$ cat config.mk
export PLATFORM = sky130hd
export DESIGN_NAME = burst_and_gate_controller
export DESIGN_NICKNAME = d
export VERILOG_FILES = /design/src/bg_pkg.sv /design/src/burst_and_gate_controller.sv /design/src/burst_mode_key_gen_divider.sv
export SDC_FILE = /design/constraint.sdc
export NUM_CORES = 1
export LEC_CHECK = 0
export BUFFER_PORTS_ARGS = -buffer_cell sky130_fd_sc_hd__buf_2
export CAP_MARGIN = 25
export CORE_MARGIN = 2
export CORE_UTILIZATION = 45
export DETAILED_ROUTE_END_ITERATION = 6
export GPL_TIMING_DRIVEN = 0
export HOLD_SLACK_MARGIN = 0.06
export PLACE_DENSITY = 0.66
export SLEW_MARGIN = 20
export SYNTH_ARGS = -nofsm -noshare
export SYNTH_HDL_FRONTEND = slang
export SYNTH_HIERARCHICAL = 1
export SYNTH_SLANG_ARGS = --single-unit
$ cat constraint.sdc
create_clock -name i_clk_sys -period 11.5 [get_ports i_clk_sys]
set_input_delay 0.575 -clock i_clk_sys [delete_from_list [all_inputs] [get_ports i_clk_sys]]
set_output_delay 0.575 -clock i_clk_sys [all_outputs]
set_load 0.01 [all_outputs]
$ cat src/bg_pkg.sv
// Constants, register map and types for the burst and gate controller
package bg_pkg;
   // Clock and timing
   localparam int unsigned CLK_HZ          = 50_000_000;
   localparam int unsigned TICK_NS         = 10_000;
   localparam int unsigned TICK_CYCLES     = (TICK_NS * (CLK_HZ / 1_000_000)) / 1000;
   localparam int unsigned TICK_W          = 9;
   localparam int unsigned PERIOD_STEP_US  = 20;
   localparam int unsigned MIN_PERIOD_US   = 20;
   localparam int unsigned MAX_PERIOD_US   = 200_000_000;
   localparam int unsigned STEP_W          = 24;

   // Avalon-MM register map, byte addresses
   localparam int unsigned ADDR_W          = 5;
   localparam logic [4:0]  OFS_CTRL        = 5'h00;
   localparam logic [4:0]  OFS_COUNT       = 5'h04;
   localparam logic [4:0]  OFS_PERIOD      = 5'h08;
   localparam logic [4:0]  OFS_KEYS        = 5'h0c;
   localparam logic [4:0]  OFS_STATUS      = 5'h10;

   // Control fields
   localparam int unsigned CTL_BURST_EN    = 0;
   localparam int unsigned CTL_GATE_EN     = 1;
   localparam int unsigned CTL_BSRC_LO     = 2;
   localparam int unsigned CTL_GSRC_LO     = 4;
   localparam int unsigned CTL_HALF        = 6;
   localparam int unsigned CTL_LOW_FREQUENCY_AUX_MODE    = 7;
   localparam int unsigned CTL_FSK_INTERNAL_TRIGGER_GENERATOR    = 8;
   localparam int unsigned CTL_AM_INTERNAL_TRIGGER_GENERATOR     = 9;
   localparam int unsigned CTL_SINE_TRI    = 10;
   localparam int unsigned CTL_ABOVE_30K   = 11;
   localparam int unsigned CTL_W           = 12;

   // Key register fields, write-one pulses
   localparam int unsigned KEY_BURST       = 0;
   localparam int unsigned KEY_GATE        = 1;
   localparam int unsigned KEY_SYNC        = 2;

   // Status fields
   localparam int unsigned ST_ARMED        = 0;
   localparam int unsigned ST_RUN          = 1;
   localparam int unsigned ST_GATE_OPEN    = 2;
   localparam int unsigned ST_INTERNAL_TRIGGER_GENERATOR         = 3;
   localparam int unsigned ST_USE_G        = 4;
   localparam int unsigned ST_USE_F        = 5;
   localparam int unsigned ST_USE_A        = 6;
   localparam int unsigned ST_USE_T        = 7;
   localparam int unsigned ST_FREE         = 8;
   localparam int unsigned ST_MAN_GATE     = 9;
   localparam int unsigned ST_PHASE_OK     = 10;

   // Burst count, and the reset value of the period
   localparam int unsigned CNT_W           = 10;
   localparam logic [9:0]  CNT_RESET       = 10'h001;
   localparam logic [31:0] PERIOD_RESET_US = 32'h0000_03e8;

   typedef enum logic [1:0] {SRC_EXT, SRC_MANUAL, SRC_INTERNAL_TRIGGER_GENERATOR, SRC_SPARE} src_t;
   typedef enum logic [1:0] {B_IDLE, B_ARMED, B_RUN} burst_state_t;

   // Requested period in us, rounded up to the step and clamped to range
   function automatic logic [STEP_W-1:0] period_to_steps(input logic [31:0] us);
      logic [31:0] c;
      begin
         c = us;
         if (c < MIN_PERIOD_US)
            c = MIN_PERIOD_US;
         if (c > MAX_PERIOD_US)
            c = MAX_PERIOD_US;
         c = (c + (PERIOD_STEP_US - 1)) / PERIOD_STEP_US;
         period_to_steps = c[STEP_W-1:0];
      end
   endfunction
endpackage

$ cat src/burst_and_gate_controller.sv
// Burst and gate controller for the main waveform with Avalon-MM registers
//
// The implementer's own choices: the Avalon-MM register port and the placing of the registers.
`timescale 1ns/1ps
`default_nettype none
module burst_and_gate_controller
(
   input  wire logic                      i_clk_sys,
   input  wire logic                      i_rst,
   input  wire logic [bg_pkg::ADDR_W-1:0] i_avs_address,
   input  wire logic                      i_avs_read,
   input  wire logic                      i_avs_write,
   input  wire logic [31:0]               i_avs_writedata,
   input  wire logic [3:0]                i_avs_byteenable,
   output var  logic [31:0]               o_avs_readdata,
   output var  logic                      o_avs_waitrequest,
   input  wire logic                      i_external_trigger_input,
   input  wire logic                      i_manual_sync_key,
   input  wire logic                      i_burst_mode_key,
   input  wire logic                      i_gate_key,
   input  wire logic                      i_aux_square,
   output var  logic                      o_main_run,
   output var  logic                      o_trigger_sweep_output,
   output var  logic                      o_burst_active,
   output var  logic                      o_phase_adjust_en
);
   import bg_pkg::*;

   localparam int unsigned NSYNC = 5;
   localparam int unsigned P_EXT = 0;
   localparam int unsigned P_SYNC = 1;
   localparam int unsigned P_BKEY = 2;
   localparam int unsigned P_GKEY = 3;
   localparam int unsigned P_AUX = 4;

   logic [CTL_W-1:0]  ctrl_q;
   logic [CNT_W-1:0]  count_q;
   logic [CNT_W-1:0]  remain_q;
   logic [STEP_W-1:0] steps_q;
   logic [31:0]       period_q;
   logic [2:0]        sync_q [NSYNC];
   logic [NSYNC-1:0]  level_q;
   logic [NSYNC-1:0]  rise_d;
   logic [NSYNC-1:0]  fall_d;
   logic              internal_trigger_generator_sq;
   logic              internal_trigger_generator_q;
   logic              internal_trigger_generator_rise_d;
   logic              burst_en_q;
   logic              gate_en_q;
   logic              man_gate_q;
   logic              wr_d;
   logic              rd_d;
   logic              key_burst_d;
   logic              key_gate_d;
   logic              man_ev_d;
   logic              burst_mode_key_d;
   logic              gate_cond_d;
   logic              edge_d;
   logic              half_mode;
   logic [31:0]       status_d;
   src_t              bsrc;
   src_t              gsrc;
   burst_state_t      state_q;

   assign bsrc      = src_t'(ctrl_q[CTL_BSRC_LO +: 2]);
   assign gsrc      = src_t'(ctrl_q[CTL_GSRC_LO +: 2]);
   assign half_mode = ctrl_q[CTL_HALF];

   // Bus strobes: a request is taken on the edge where waitrequest is low
   assign wr_d = i_avs_write && !o_avs_waitrequest;
   assign rd_d = i_avs_read && !o_avs_waitrequest;

   // Pin synchronisers, three stages; a level counts when stages two and three agree
   always_ff @(posedge i_clk_sys or posedge i_rst)
   begin
      if (i_rst)
      begin
         for (int i = 0; i < NSYNC; i++)
            sync_q[i] <= 3'h0;
         level_q <= '0;
      end
      else
      begin
         for (int i = 0; i < NSYNC; i++)
         begin
            sync_q[i] <= {sync_q[i][1:0], 1'b0};
            if (sync_q[i][1] == sync_q[i][2])
               level_q[i] <= sync_q[i][2];
         end
         sync_q[P_EXT][0]  <= i_external_trigger_input;
         sync_q[P_SYNC][0] <= i_manual_sync_key;
         sync_q[P_BKEY][0] <= i_burst_mode_key;
         sync_q[P_GKEY][0] <= i_gate_key;
         sync_q[P_AUX][0]  <= i_aux_square;
      end
   end

   always_comb
   begin
      for (int i = 0; i < NSYNC; i++)
      begin
         rise_d[i] = (sync_q[i][1] == sync_q[i][2]) && sync_q[i][2] && !level_q[i];
         fall_d[i] = (sync_q[i][1] == sync_q[i][2]) && !sync_q[i][2] && level_q[i];
      end
   end

   // Key presses from the panel or from a remote write
   assign key_burst_d = rise_d[P_BKEY] || (wr_d && i_avs_address == OFS_KEYS
                        && i_avs_byteenable[0] && i_avs_writedata[KEY_BURST]);
   assign key_gate_d  = rise_d[P_GKEY] || (wr_d && i_avs_address == OFS_KEYS
                        && i_avs_byteenable[0] && i_avs_writedata[KEY_GATE]);
   assign man_ev_d    = rise_d[P_SYNC] || (wr_d && i_avs_address == OFS_KEYS
                        && i_avs_byteenable[0] && i_avs_writedata[KEY_SYNC]);

   // Register writes
   always_ff @(posedge i_clk_sys or posedge i_rst)
   begin
      if (i_rst)
      begin
         ctrl_q   <= '0;
         count_q  <= CNT_RESET;
         period_q <= PERIOD_RESET_US;
      end
      else if (wr_d)
      begin
         case (i_avs_address)
            OFS_CTRL:
            begin
               if (i_avs_byteenable[0])
                  ctrl_q[7:2] <= i_avs_writedata[7:2];
               if (i_avs_byteenable[1])
                  ctrl_q[CTL_W-1:8] <= i_avs_writedata[CTL_W-1:8];
            end
            OFS_COUNT:
            begin
               if (i_avs_byteenable[0])
                  count_q[7:0] <= i_avs_writedata[7:0];
               if (i_avs_byteenable[1])
                  count_q[CNT_W-1:8] <= i_avs_writedata[CNT_W-1:8];
            end
            OFS_PERIOD:
            begin
               for (int b = 0; b < 4; b++)
                  if (i_avs_byteenable[b])
                     period_q[8*b +: 8] <= i_avs_writedata[8*b +: 8];
            end
            default:
               ;
         endcase
      end
   end

   // Rounded-up period in 10 us half-period steps
   always_ff @(posedge i_clk_sys or posedge i_rst)
   begin
      if (i_rst)
         steps_q <= period_to_steps(PERIOD_RESET_US);
      else
         steps_q <= period_to_steps(period_q);
   end

   burst_mode_key_gen_divider u_internal_trigger_generator (
      .i_clk_sys (i_clk_sys),
      .i_rst     (i_rst),
      .i_steps   (steps_q),
      .o_square  (internal_trigger_generator_sq)
   );

   always_ff @(posedge i_clk_sys or posedge i_rst)
   begin
      if (i_rst)
         internal_trigger_generator_q <= 1'b0;
      else
         internal_trigger_generator_q <= internal_trigger_generator_sq;
   end

   assign internal_trigger_generator_rise_d = internal_trigger_generator_sq && !internal_trigger_generator_q;

   // Mode toggles; a software write of the enable bits also sets them
   always_ff @(posedge i_clk_sys or posedge i_rst)
   begin
      if (i_rst)
      begin
         burst_en_q <= 1'b0;
         gate_en_q  <= 1'b0;
      end
      else
      begin
         if (key_burst_d)
            burst_en_q <= ~burst_en_q;
         else if (wr_d && i_avs_address == OFS_CTRL && i_avs_byteenable[0])
            burst_en_q <= i_avs_writedata[CTL_BURST_EN];
         if (key_gate_d)
            gate_en_q <= ~gate_en_q;
         else if (wr_d && i_avs_address == OFS_CTRL && i_avs_byteenable[0])
            gate_en_q <= i_avs_writedata[CTL_GATE_EN];
      end
   end

   // Manual gate state
   always_ff @(posedge i_clk_sys or posedge i_rst)
   begin
      if (i_rst)
         man_gate_q <= 1'b0;
      else if (man_ev_d && gsrc == SRC_MANUAL)
         man_gate_q <= ~man_gate_q;
   end

   // Trigger selection
   always_comb
   begin
      case (bsrc)
         SRC_EXT:    burst_mode_key_d = rise_d[P_EXT];
         SRC_MANUAL: burst_mode_key_d = man_ev_d;
         SRC_INTERNAL_TRIGGER_GENERATOR:   burst_mode_key_d = internal_trigger_generator_rise_d;
         default:    burst_mode_key_d = 1'b0;
      endcase
   end

   // Gate condition
   always_comb
   begin
      case (gsrc)
         SRC_EXT:    gate_cond_d = level_q[P_EXT];
         SRC_MANUAL: gate_cond_d = man_gate_q;
         SRC_INTERNAL_TRIGGER_GENERATOR:   gate_cond_d = internal_trigger_generator_sq;
         default:    gate_cond_d = 1'b0;
      endcase
   end

   // Counted edges of the aux square: rises, plus falls in half-cycle mode
   assign edge_d = rise_d[P_AUX] || (half_mode && fall_d[P_AUX]);

   // Burst sequencer
   always_ff @(posedge i_clk_sys or posedge i_rst)
   begin
      if (i_rst)
      begin
         state_q  <= B_IDLE;
         remain_q <= '0;
      end
      else
      begin
         case (state_q)
            B_IDLE:
            begin
               if (burst_en_q && burst_mode_key_d && count_q != '0)
               begin
                  state_q  <= B_ARMED;
                  remain_q <= count_q;
               end
            end
            B_ARMED:
            begin
               if (!burst_en_q)
                  state_q <= B_IDLE;
               else if (rise_d[P_AUX])
                  state_q <= B_RUN;
            end
            B_RUN:
            begin
               if (!burst_en_q)
                  state_q <= B_IDLE;
               else if (edge_d)
               begin
                  if (remain_q == CNT_W'(1))
                     state_q <= B_IDLE;
                  remain_q <= remain_q - CNT_W'(1);
               end
            end
            default:
               state_q <= B_IDLE;
         endcase
      end
   end

   // Outputs
   always_ff @(posedge i_clk_sys or posedge i_rst)
   begin
      if (i_rst)
      begin
         o_main_run             <= 1'b1;
         o_burst_active         <= 1'b0;
         o_trigger_sweep_output <= 1'b0;
         o_phase_adjust_en      <= 1'b1;
      end
      else
      begin
         o_main_run <= (!burst_en_q && !gate_en_q)
                       || (burst_en_q && state_q == B_RUN)
                       || (gate_en_q && gate_cond_d);
         o_burst_active         <= state_q != B_IDLE;
         o_trigger_sweep_output <= internal_trigger_generator_sq;
         o_phase_adjust_en      <= !(ctrl_q[CTL_SINE_TRI] && ctrl_q[CTL_ABOVE_30K])
                                   || ctrl_q[CTL_LOW_FREQUENCY_AUX_MODE];
      end
   end

   // Status word
   always_comb
   begin
      status_d               = '0;
      status_d[ST_ARMED]     = state_q == B_ARMED;
      status_d[ST_RUN]       = state_q == B_RUN;
      status_d[ST_GATE_OPEN] = gate_en_q && gate_cond_d;
      status_d[ST_INTERNAL_TRIGGER_GENERATOR]      = internal_trigger_generator_sq;
      status_d[ST_USE_G]     = gsrc == SRC_INTERNAL_TRIGGER_GENERATOR;
      status_d[ST_USE_F]     = ctrl_q[CTL_FSK_INTERNAL_TRIGGER_GENERATOR];
      status_d[ST_USE_A]     = ctrl_q[CTL_AM_INTERNAL_TRIGGER_GENERATOR];
      status_d[ST_USE_T]     = bsrc == SRC_INTERNAL_TRIGGER_GENERATOR;
      status_d[ST_FREE]      = !(gsrc == SRC_INTERNAL_TRIGGER_GENERATOR || ctrl_q[CTL_FSK_INTERNAL_TRIGGER_GENERATOR]
                                 || ctrl_q[CTL_AM_INTERNAL_TRIGGER_GENERATOR] || bsrc == SRC_INTERNAL_TRIGGER_GENERATOR);
      status_d[ST_MAN_GATE]  = man_gate_q;
      status_d[ST_PHASE_OK]  = o_phase_adjust_en;
   end

   // Avalon slave: one wait cycle, then waitrequest low for one cycle
   always_ff @(posedge i_clk_sys or posedge i_rst)
   begin
      if (i_rst)
      begin
         o_avs_waitrequest <= 1'b1;
         o_avs_readdata    <= '0;
      end
      else if (o_avs_waitrequest && (i_avs_read || i_avs_write))
      begin
         o_avs_waitrequest <= 1'b0;
         case (i_avs_address)
            OFS_CTRL:
               o_avs_readdata <= {20'h0_0000, ctrl_q[CTL_W-1:2], gate_en_q, burst_en_q};
            OFS_COUNT:  o_avs_readdata <= {22'h00_0000, count_q};
            OFS_PERIOD: o_avs_readdata <= period_q;
            OFS_STATUS: o_avs_readdata <= status_d;
            default:    o_avs_readdata <= 32'h0000_0000;
         endcase
      end
      else
         o_avs_waitrequest <= 1'b1;
   end
endmodule
`default_nettype wire

$ cat src/burst_mode_key_gen_divider.sv
// Internal trigger generator: divides the system clock into a 1:1 square wave
`timescale 1ns/1ps
`default_nettype none
module burst_mode_key_gen_divider
(
   input  wire logic                      i_clk_sys,
   input  wire logic                      i_rst,
   input  wire logic [bg_pkg::STEP_W-1:0] i_steps,
   output var  logic                      o_square
);
   import bg_pkg::*;

   logic [TICK_W-1:0] tick_q;
   logic [STEP_W-1:0] half_q;
   logic              tick_d;

   assign tick_d = (tick_q == TICK_W'(TICK_CYCLES - 1));

   // 10 us time base
   always_ff @(posedge i_clk_sys or posedge i_rst)
   begin
      if (i_rst)
         tick_q <= '0;
      else if (tick_d)
         tick_q <= '0;
      else
         tick_q <= tick_q + TICK_W'(1);
   end

   // Each half period lasts i_steps steps, 10 us each; high and low are equal
   always_ff @(posedge i_clk_sys or posedge i_rst)
   begin
      if (i_rst)
      begin
         half_q   <= '0;
         o_square <= 1'b0;
      end
      else if (tick_d)
      begin
         if (half_q >= i_steps - STEP_W'(1))
         begin
            half_q   <= '0;
            o_square <= ~o_square;
         end
         else
            half_q <= half_q + STEP_W'(1);
      end
   end
endmodule
`default_nettype wire

# Yosys cells after proc, flatten, opt, wreduce, memory -nomap -nowiden
# Cells that the tools add are included.
[word_totals] ramBits=0 n_memories=0 out_inout_bits=37 input_bits=50 romBits=0 latch_bits=0 reg_bits=182
[classes] n_addsub=5 div=1 n_reduce_logical=73 muxes=23 multipliers=0 order_cmp=3 n_bitwise=4 shift=0 n_eq_ne=23
[ops] cell="case mux 32 bit (4 select lines)" n=1
[ops] cell="two-way mux 32 bit" n=2
[ops] cell="adder 32 x 5 -> 32 bit, second input constant" n=1
[ops] cell="divider 32 x 5 -> 32 bit, second input constant" n=1
[ops] cell="greater-than comparator 32 x 28 -> 1 bit, second input constant" n=1
[ops] cell="less-than comparator 32 x 5 -> 1 bit, second input constant" n=1
[ops] cell="logical AND 1 bit" n=30
[ops] cell="two-way mux 10 bit" n=3
[ops] cell="adder 24 x 1 -> 24 bit, second input constant" n=1
[ops] cell="greater-or-equal comparator 24 bit" n=1
[ops] cell="two-way mux 24 bit" n=1
[ops] cell="AND reduction 3 bit" n=8
[ops] cell="subtractor 24 x 1 -> 24 bit, second input constant" n=1
[ops] cell="case mux 10 bit (2 select lines)" n=1
[ops] cell="zero test 1 bit" n=12
[ops] cell="two-way mux 2 bit" n=6
[ops] cell="logical OR 1 bit" n=11
[ops] cell="equality test 10 x 1 -> 1 bit, second input constant" n=1
[ops] cell="equality test 5 x 4 -> 1 bit, second input constant" n=2
[ops] cell="nonzero test 10 bit" n=1
[ops] cell="subtractor 10 x 1 -> 10 bit, second input constant" n=1
[ops] cell="adder 9 x 1 -> 9 bit, second input constant" n=1
[ops] cell="equality test 9 bit, second input constant" n=1
[ops] cell="two-way mux 9 bit" n=1
[ops] cell="17 further kinds" n=42

# Depth between registers and ports, before layout
# Gate-level depths: netlist (run 1).
[depth] depth_word=11 mapped_depth=46 mapped_depth_nobuf=36

# By module
# The synthesis (run 1) kept the hierarchy.
[modules_own_cells] module="burst_and_gate_controller" n_inst=1 cells_per_inst=1179 area_per_inst_um2=10337.4 seq_area_each_um2=3719.8
[modules_own_cells] module="burst_mode_key_gen_divider" n_inst=1 cells_per_inst=296 area_per_inst_um2=2613.8 seq_area_each_um2=850.8

# Least setup slack after synthesis (run 1)
# No wires, ideal clock.
[synth_timing] kind="register -> register" from="reg period_q[14]" to="reg steps_q[0]" arrival_time_ns=9.295 path_slack_ns=2.079 required_ns=11.374 synth_period_minus_slack_ns=9.421 setup_time_ns=0.126 stages_incl_launch_ff=41 cell_sequence="dfrtp_1 -> clkbuf_1 -> nand4_1 -> nor4_1 -> nand4_1 -> o21a_1 -> clkbuf_1 -> clkbuf_1 -> clkbuf_1 -> nor2_1 -> nand2_1 -> ha_1 -> nand3b_1 -> and2_1 -> or4_4 -> or3_1 -> buf_2 -> a2111oi_0 -> (+5 left out) -> nand3_4 -> mux2_4 -> a2111oi_2 -> o211ai_2 -> a21oi_4 -> nor3_1 -> a211o_2 -> nor2_4 -> mux2_1 -> o221ai_1 -> a32oi_1 -> nand2_2 -> inv_2 -> o211ai_2 -> nand2_1 -> o32ai_4 -> o221ai_1 -> a311o_1"
[synth_via] elab_chain_len=6
[synth_rtl] element="from (decl)" line="burst_and_gate_controller.sv:40" text="logic [31:0] period_q;"
[synth_rtl] element="from (signal, indexed assignment)" line="burst_and_gate_controller.sv:145" text="period_q[8*b +: 8] <= i_avs_writedata[8*b +: 8];"
[synth_rtl] element="less-than comparator 32 x 5 -> 1 bit" line="bg_pkg.sv:65" text="if (c < MIN_PERIOD_US)"
[synth_rtl] element="two-way mux 32 bit *" line="bg_pkg.sv:65"
[synth_rtl] element="greater-than comparator 32 x 28 -> 1 bit" line="bg_pkg.sv:67" text="if (c > MAX_PERIOD_US)"
[synth_rtl] element="two-way mux 32 bit *" line="bg_pkg.sv:67"
[synth_rtl] element="adder 32 x 5 -> 32 bit *" line="bg_pkg.sv:69" text="c = (c + (PERIOD_STEP_US - 1)) / PERIOD_STEP_US;"
[synth_rtl] element="divider 32 x 5 -> 32 bit *" line="bg_pkg.sv:69"
[synth_rtl] element="to (signal assigned)" line="burst_and_gate_controller.sv:157" text="steps_q <= period_to_steps(PERIOD_RESET_US);"
[synth_rtl] element="to (signal assigned)" line="burst_and_gate_controller.sv:159" text="steps_q <= period_to_steps(period_q);"
[synth_rtl] element="to (decl)" line="burst_and_gate_controller.sv:39" text="logic [STEP_W-1:0] steps_q;"
# Every way passes the cells marked *; elsewhere a longest branch is shown, timed or not.
# A chain may end at the register's enable or synchronous reset.

# Final worst setup path (run 1)
[layout_timing] from="reg period_q[16]" to="reg steps_q[0]"
# The elaborated chain is that of the path after synthesis.

==> summary.txt, run 1 <==
Clock tree
  • Number of sinks handled by clock tree synthesis: 182
  • Count of hold-fix buffers inserted at cts: 0
  • Inserted Clock Buffers: 17
  • Maximum root-to-sink buffer count: 2
  • Clock root buffer: clkbuf_16
  • CTS clk-pin slew, worst paths: 0.07 ns
  • Clock tree from TritonCTS: done
  • Clk Latency, worst-skew pair: 0.45 ns
  • CTS H-tree lvls: 4

Setup path
  • Slowest cell on the critical path: dfrtp_1
  • Setup slack on the worst flop-to-flop path: 0.60 ns
  • Capturing point of the worst reg2reg path: steps_q[0]
  • Most numerous cell on the critical path: clkbuf_1
  • Reg2reg path depth: 43
  • Critical path peak fanout: 10
  • Setup crit end kind: flop
  • Peak per-stage delay on the critical path: 0.52 ns
  • Required @ worst endpoint: 11.83 ns
  • Critical path type: reg -> reg
  • Arrival @ worst endpoint: 11.23 ns
  • Reg2Reg Launch Point: period_q[16]
  • Element type at the critical path start: flop

Synthesis
  • Dominant synthesized flop cell: dfrtp_1
  • Dominant cell by count in the synthesized netlist: nand2_1
  • Count of flip-flops with a built-in enable after synthesis: 0
  • Cell type with the largest total area after synthesis: dfrtp_1
  • Count of mapped cells out of synthesis: 1,475
  • Summed instance area of the synthesized netlist: 12,950 sq um
  • Number of distinct library cell variants in the gate-level netlist after synthesis: 117
  • Post-synthesis sequential element count: 182
  • Largest cells by area after synthesis: dfrtp_1 (33%), nand2_1 (5.1%), mux2_2 (4.8%), nor2_1 (3.7%), o21ai_0 (3.5%)
  • Most instantiated cells after synthesis: nand2_1 (176), dfrtp_1 (169), nor2_1 (128)
  • Post-synthesis sequential area ratio: 0.3529
  • Share of synthesized registers carrying an async set or reset: 1.000
  • Synthesized netlist net count: 1,561
  • Average instance area after synthesis: 8.780 sq um
  • Count of yosys warnings during synthesis: 6
  • Share of the synthesized area in the top cell type: 0.3265

Worst hold path
  • Worst hold path class: in -> async

Cells and area
  • Final nets: 1,669
  • Filler instances: 2,717
  • Antenna diode instance count: 0
  • Final cell count without fillers: 1,980
  • Area used by sequential logic in the layout: 4571 sq um
  • Area taken by multi-input logic gates: 8063 sq um
  • Layout overhead on the synthesized area: 13.01%
  • Layout cell share with drive strength beyond 1: 0.1905

Timing
  • Final setup violating endpoints: 0
  • Final critical delay including setup and external delays: 10.90 ns
  • Final count of hold timing violations: 0
  • Max Slew Vio Count: 0
  • Slew at the pin closest to its max-slew limit: 0.9965 ns
  • F_max: 0.09173 GHz
  • Fin crit share: 0.9479
  • Headroom to the max-slew limit: 0.3296
  • Min Hold Slack: 0.1926 ns
  • Clock tree skew after final layout: 0.01229 ns

Status
  • Result of the run: complete, no violations

Detailed routing
  • Count of vias placed by the detailed router: 11.89k
  • Initial drt markers: 990
  • Number of routed nets with antenna violations: 0
  • Routed wire length: 34,790 um
  • Mean number of vias per cell: 6.007
  • First-pass detailed-route iteration total: 5
  • Detailed-route DRC error count: 0
  • Routed wire length per instance: 17.57 um

Power
  • Peak supply drop: 0.0002845 V
  • Overall power after layout: 0.004596 W
  • Static leakage: 6.060 nW
  • Total power per unit cell area: 314.0 nW/um^2

Place
  • Placed wire-length estimate after detailed placement: 26,040 um
  • Global placement routability congestion: 0.8986
  • Count of buffers from port buffering: 85
  • Cell count after placement: 1,946

Global route
  • First-pass GRT wire length: 57,190 um
  • Vias in the first global route: 11.24k
  • Pin count of the biggest net entering global routing: 83
  • Gr ovfl total: 0
  • Total Routing Usage GR: 0.2287
  • Initial antenna violation count: 0

Floorplanning
  • FP Rows: 62
  • Core area: 28,550 sq um
  • Area of the die: 30,150 sq um
  • Die Height: 173.6 um
  • Effective utilization at floorplan: 0.4537
  • Total I/O pin count: 87
  • Horizontal extent of the die: 173.6 um

Run
  • Max-Cap Viols: 0
-- layout make-up --
class                           count  area share
Inverter                           34    0.009318
Multi-Input combinational cell   1183      0.5509
Tap cell                          384     0.03283
Clock buffer                       24     0.03154
Sequential cell                   182      0.3123
Clock inverter                      8    0.006326
Timing Repair Buffer               94     0.03488
Buffer                             71     0.02197
-- layout by cell type (no fill, tap or decap), types with 42 or more instances in the layout --
cell / netlist / layout
mux2_2: 55 / 55
nor2_1: 128 / 127
dfrtp_1: 169 / 169
buf_2: 8 / 94
nand3_1: 58 / 58
nand2_1: 176 / 176
nor3_1: 42 / 42
clkbuf_1: 52 / 53
o21ai_0: 91 / 91
a21oi_1: 61 / 61
-- logic make-up (layout without fill, tap and decap cells) --
logic type / after synthesis / in the layout / share of synthesized area
AND/OR/NAND/NOR: 597 / 597 / 0.2314
AO/OA/AOI/OAI: 409 / 409 / 0.2355
flip-flops: 182 / 182 / 0.3529
buffers and inverters: 110 / 231 / 0.03623
XOR/XNOR: 69 / 69 / 0.04724
multiplexers: 68 / 68 / 0.05883
adder cells (fa/ha/maj): 40 / 40 / 0.03787
-- sequential cells by signal, indices dropped and copies added, names as in the netlist --
signal                                 flops
bsrc                                       2
burst_en_q                                 1
count_q                                   10
ctrl_q                                     8
gate_en_q                                  1
level_q                                    5
man_gate_q                                 1
o_avs_readdata                            32
o_avs_waitrequest                          1
o_burst_active                             1
o_main_run                                 1
o_phase_adjust_en                          1
o_trigger_sweep_output                     1
period_q                                  32
remain_q                                  10
state_q                                    2
steps_q                                   24
sync_q                                    15
u_internal_trigger_generator/half_q       24
u_internal_trigger_generator/o_square      1
u_internal_trigger_generator/tick_q        9
-- how the worst max path moves through the flow --
stage	startpoint	endpoint	slack, ns	cells after the start
5_1_grt	period_q[12]	steps_q[0]	-0.22	42
3_3_place_gp	period_q[14]	steps_q[0]	0.27	43
4_1_cts	period_q[14]	steps_q[0]	0.11	42
3_5_place_dp	period_q[14]	steps_q[0]	0.13	42
2_1_floorplan	period_q[14]	steps_q[0]	2.08	40
6_report	period_q[16]	steps_q[0]	0.60	43
-- what timing repair did --
item	in CTS	in global routing
setup buffers	0	7
setup endpoints to repair	0	4
gates resized for setup	0	23
-- stage by stage --
| step | cell area [sq um] | util | setup WS (ns) | TNS, ns |
|---|---|---|---|---|
| after floorplan | 12950 | - | 2.079 | 0 |
| after global placement | 13860 | 0.4854 | 0.2692 | 0 |
| after detailed placement | 13900 | 0.4868 | 0.1331 | 0 |
| after CTS | 14450 | 0.5062 | 0.1099 | 0 |
| after global routing | 14640 | 0.5127 | -0.2157 | -0.3676 |
| final | 14640 | 0.5127 | 0.5987 | 0 |
-- power by group --
part	switching, W	internal [W]
Combinational	0.00192	0.00125
Clock	0.000263	0.000309
Sequential	0.0000924	0.000760
Total	0.00227	0.00232
-- layer usage --
| metal | vias to the layer above | routed length, um | global-route usage |
|---|---|---|---|
| met3 | 40 | 1837 | 0.04232 |
| li1 | 5747 | - | - |
| met5 | - | 0 | 0 |
| met1 | 5732 | 16000 | 0.3124 |
| met2 | 374 | 16350 | 0.3732 |
| met4 | 0 | 603 | 0.06268 |
-- worst max-delay path, delay by kind of cell (launching register included) --
kind / cells / cell delay [ns]
muxes: 3 / 0.93
AOI/OAI and AO/OA: 16 / 3.76
buffers and inverters: 8 / 1.56
and+or+nand+nor: 15 / 3.76
adders and majority gates: 1 / 0.22
DFF: 1 / 0.52
(Power assumes the default switching activity.)
==> run 2, diff against run 1 <==
Settings changed: GPL_TIMING_DRIVEN 0 to default, SYNTH_HIERARCHICAL 1 to default, TNS_END_PERCENT from default to 1.
==> run 2 against run 1 <==
Against the previous run: clock power rose by 1%; area after synthesis up 3.4%; via count grew 1.8%; critical path type unchanged; critical endpoint unchanged.
==> summary.txt, run 2 <==
Status
  • Result of the run: complete, no violations

Floorplanning
  • Area of the die: 31,150 sq um
  • FP Rows: 63
  • Die Height: 176.5 um
  • Core area: 29,480 sq um
  • Effective utilization at floorplan: 0.4542
  • Total I/O pin count: 87
  • Horizontal extent of the die: 176.5 um

Cells and area
  • Final cell count without fillers: 2,005
  • Antenna diode instance count: 0
  • Largest registers: o_avs_readdata: 32 flops, period_q: 32 flops
  • Final nets: 1,688
  • Most frequent standard cell in the layout excluding fill and tap cells: nand2_1
  • Layout cell share with drive strength beyond 1: 0.1851
  • Most frequent cells in the layout: nand2_1 (181), dfrtp_1 (167), nor2_1 (152)
  • Layout overhead on the synthesized area: 10.20%
  • Filler instances: 2,885
  • Final standard cell utilization of the core: 0.5005

Global route
  • Initial antenna violation count: 0
  • Pin count of the biggest net entering global routing: 111
  • First-pass GRT wire length: 58,710 um
  • Vias in the first global route: 11.35k
  • Total Routing Usage GR: 0.2310
  • Gr ovfl total: 0

Clock tree
  • CTS H-tree lvls: 4
  • Clk Latency, worst-skew pair: 0.46 ns
  • CTS clk-pin slew, worst paths: 0.08 ns
  • Number of sinks handled by clock tree synthesis: 182
  • Maximum root-to-sink buffer count: 2
  • Inserted Clock Buffers: 17
  • Post-CTS setup-driven buffer insertion count: 0
  • Clock tree from TritonCTS: done
  • Post-CTS sizing: 0
  • Clock root buffer: clkbuf_16
  • Count of hold-fix buffers inserted at cts: 0

Detailed routing
  • Detailed-route DRC error count: 0
  • First-pass detailed-route iteration total: 6
  • Routed wire length: 35,310 um
  • Count of vias placed by the detailed router: 12.11k
  • Number of routed nets with antenna violations: 0
  • Routed wire length per instance: 17.61 um
  • Mean number of vias per cell: 6.039
  • Initial drt markers: 1,114

Worst hold path
  • Worst hold path class: in -> reg
  • Hold Crit Start: i_aux_square
  • Worst hold path endpoint: sync_q[0]
  • Cell depth of the worst min-delay path: 1

Synthesis
  • Dominant synthesized flop cell: dfrtp_1
  • Share of synthesized registers carrying an async set or reset: 1.000
  • Summed instance area of the synthesized netlist: 13,390 sq um
  • Count of flip-flops with a built-in enable after synthesis: 0
  • Cell type with the largest total area after synthesis: dfrtp_1
  • Count of mapped cells out of synthesis: 1,561
  • Count of yosys warnings during synthesis: 0
  • Dominant cell by count in the synthesized netlist: nand2_1
  • Post-synthesis sequential area ratio: 0.3414
  • Average instance area after synthesis: 8.577 sq um
  • Number of distinct library cell variants in the gate-level netlist after synthesis: 111
  • Largest cells by area after synthesis: dfrtp_1 (32%), nand2_1 (5.1%), mux2_2 (4.9%), nor2_1 (4.3%), o21ai_0 (4.1%)
  • Post-synthesis sequential element count: 182
  • Most instantiated cells after synthesis: nand2_1 (181), dfrtp_1 (169), nor2_1 (154)
  • Share of the synthesized area in the top cell type: 0.3159
  • Synthesized netlist net count: 1,647

Setup path
  • Critical path type: reg -> reg
  • Setup crit end kind: flop
  • Capturing point of the worst reg2reg path: steps_q[0]
  • Setup slack on the worst flop-to-flop path: 0.85 ns
  • Element type at the critical path start: flop
  • Reg2reg path depth: 41
  • Peak per-stage delay on the critical path: 0.56 ns
  • Slowest cell on the critical path: or4_4
  • Reg2Reg Launch Point: period_q[23]
  • Arrival @ worst endpoint: 10.98 ns
  • Critical path peak fanout: 21
  • Required @ worst endpoint: 11.84 ns

Timing
  • Slew at the pin closest to its max-slew limit: 0.9706 ns
  • Final critical delay including setup and external delays: 10.65 ns
  • Final count of hold timing violations: 0
  • Crit path setup slack, layout: 0.8546 ns
  • Clock tree skew after final layout: 0.008135 ns
  • Final setup violating endpoints: 0
  • Headroom to the max-slew limit: 0.3474
  • Min Hold Slack: 0.2154 ns
  • Fin crit share: 0.9257
  • Max Slew Vio Count: 0
  • F_max: 0.09394 GHz

Power
  • Peak supply drop: 0.0002419 V
  • Total power per unit cell area: 344.3 nW/um^2
  • Overall power after layout: 0.005080 W
  • Static leakage: 6.311 nW

Place
  • Pre-CTS setup slack: 0.6506 ns
  • Placed wire-length estimate after detailed placement: 26,150 um
  • Global placement routability congestion: 0.9564
  • Count of buffers from port buffering: 86
  • Cell count after placement: 1,973

Run
  • Max-Cap Viols: 0
[run 2: how the worst max path moves through the flow]
| stage | from | to | slack, ns | depth (start not counted) |
|---|---|---|---|---|
| floorplan | period_q[26] | steps_q[0] | 1.07 | 44 |
| global placement | period_q[23] | steps_q[0] | 0.84 | 42 |
| detailed placement | period_q[23] | steps_q[0] | 0.65 | 42 |
| CTS | period_q[23] | steps_q[0] | 0.61 | 42 |
| global route | period_q[23] | steps_q[0] | -0.009 | 39 |
| finish | period_q[23] | steps_q[0] | 0.85 | 41 |
[run 2: cell type report]
| type | count | area, sq um | share of cell area |
|---|---|---|---|
| clock buffers | 19 | 432.9 | 0.02934 |
| clock inverters | 13 | 133.9 | 0.009073 |
| inverters | 33 | 133.9 | 0.009073 |
| multi-input cells | 1258 | 8363 | 0.5668 |
| flip-flops and latches | 182 | 4573 | 0.3099 |
| well taps | 390 | 488.0 | 0.03307 |
| repair buffers | 110 | 630.6 | 0.04274 |
[run 2: logic make-up after synthesis]
family	share of synthesized area
buffers and inverters	0.03925
adders and majority gates	0.03514
xor gates and xnor gates	0.04766
and+or+nand+nor	0.2405
muxes	0.06747
DFF	0.3414
AOI/OAI and AO/OA	0.2286
[run 2: where the power goes]
| group | total [W] | switching [W] | internal, W |
|---|---|---|---|
| Sequential | 0.000849 | 0.0000951 | 0.000754 |
| Combinational | 0.00365 | 0.00216 | 0.00150 |
| Clock | 0.000577 | 0.000288 | 0.000289 |
[run 2: metrics by stage]
stage | instance area, sq um | setup TNS, ns
floorplan | 13390 | 0
global placement | 14110 | 0
detailed placement | 14140 | 0
CTS | 14700 | 0
global route | 14760 | -0.008979
finish | 14760 | 0
[run 2: per-layer routing]
layer / GRT usage / vias up / share of wire
met4: 0.06198 / 0 / 0.014
met3: 0.03661 / 45 / 0.047
met1: 0.3320 / 5834 / 0.48
met2: 0.3615 / 357 / 0.46
met5: 0 / - / 0
li1: - / 5872 / -
[run 2: worst max-delay path: cells and delay by family, from the launching register on]
kind                     cells  cell delay (ns)
AO/OA/AOI/OAI               18             4.29
AND/OR/NAND/NOR             17             4.18
multiplexers                 2             0.65
buffers and inverters        3             0.60
flip-flops                   1             0.54
adder cells (fa/ha/maj)      1             0.24
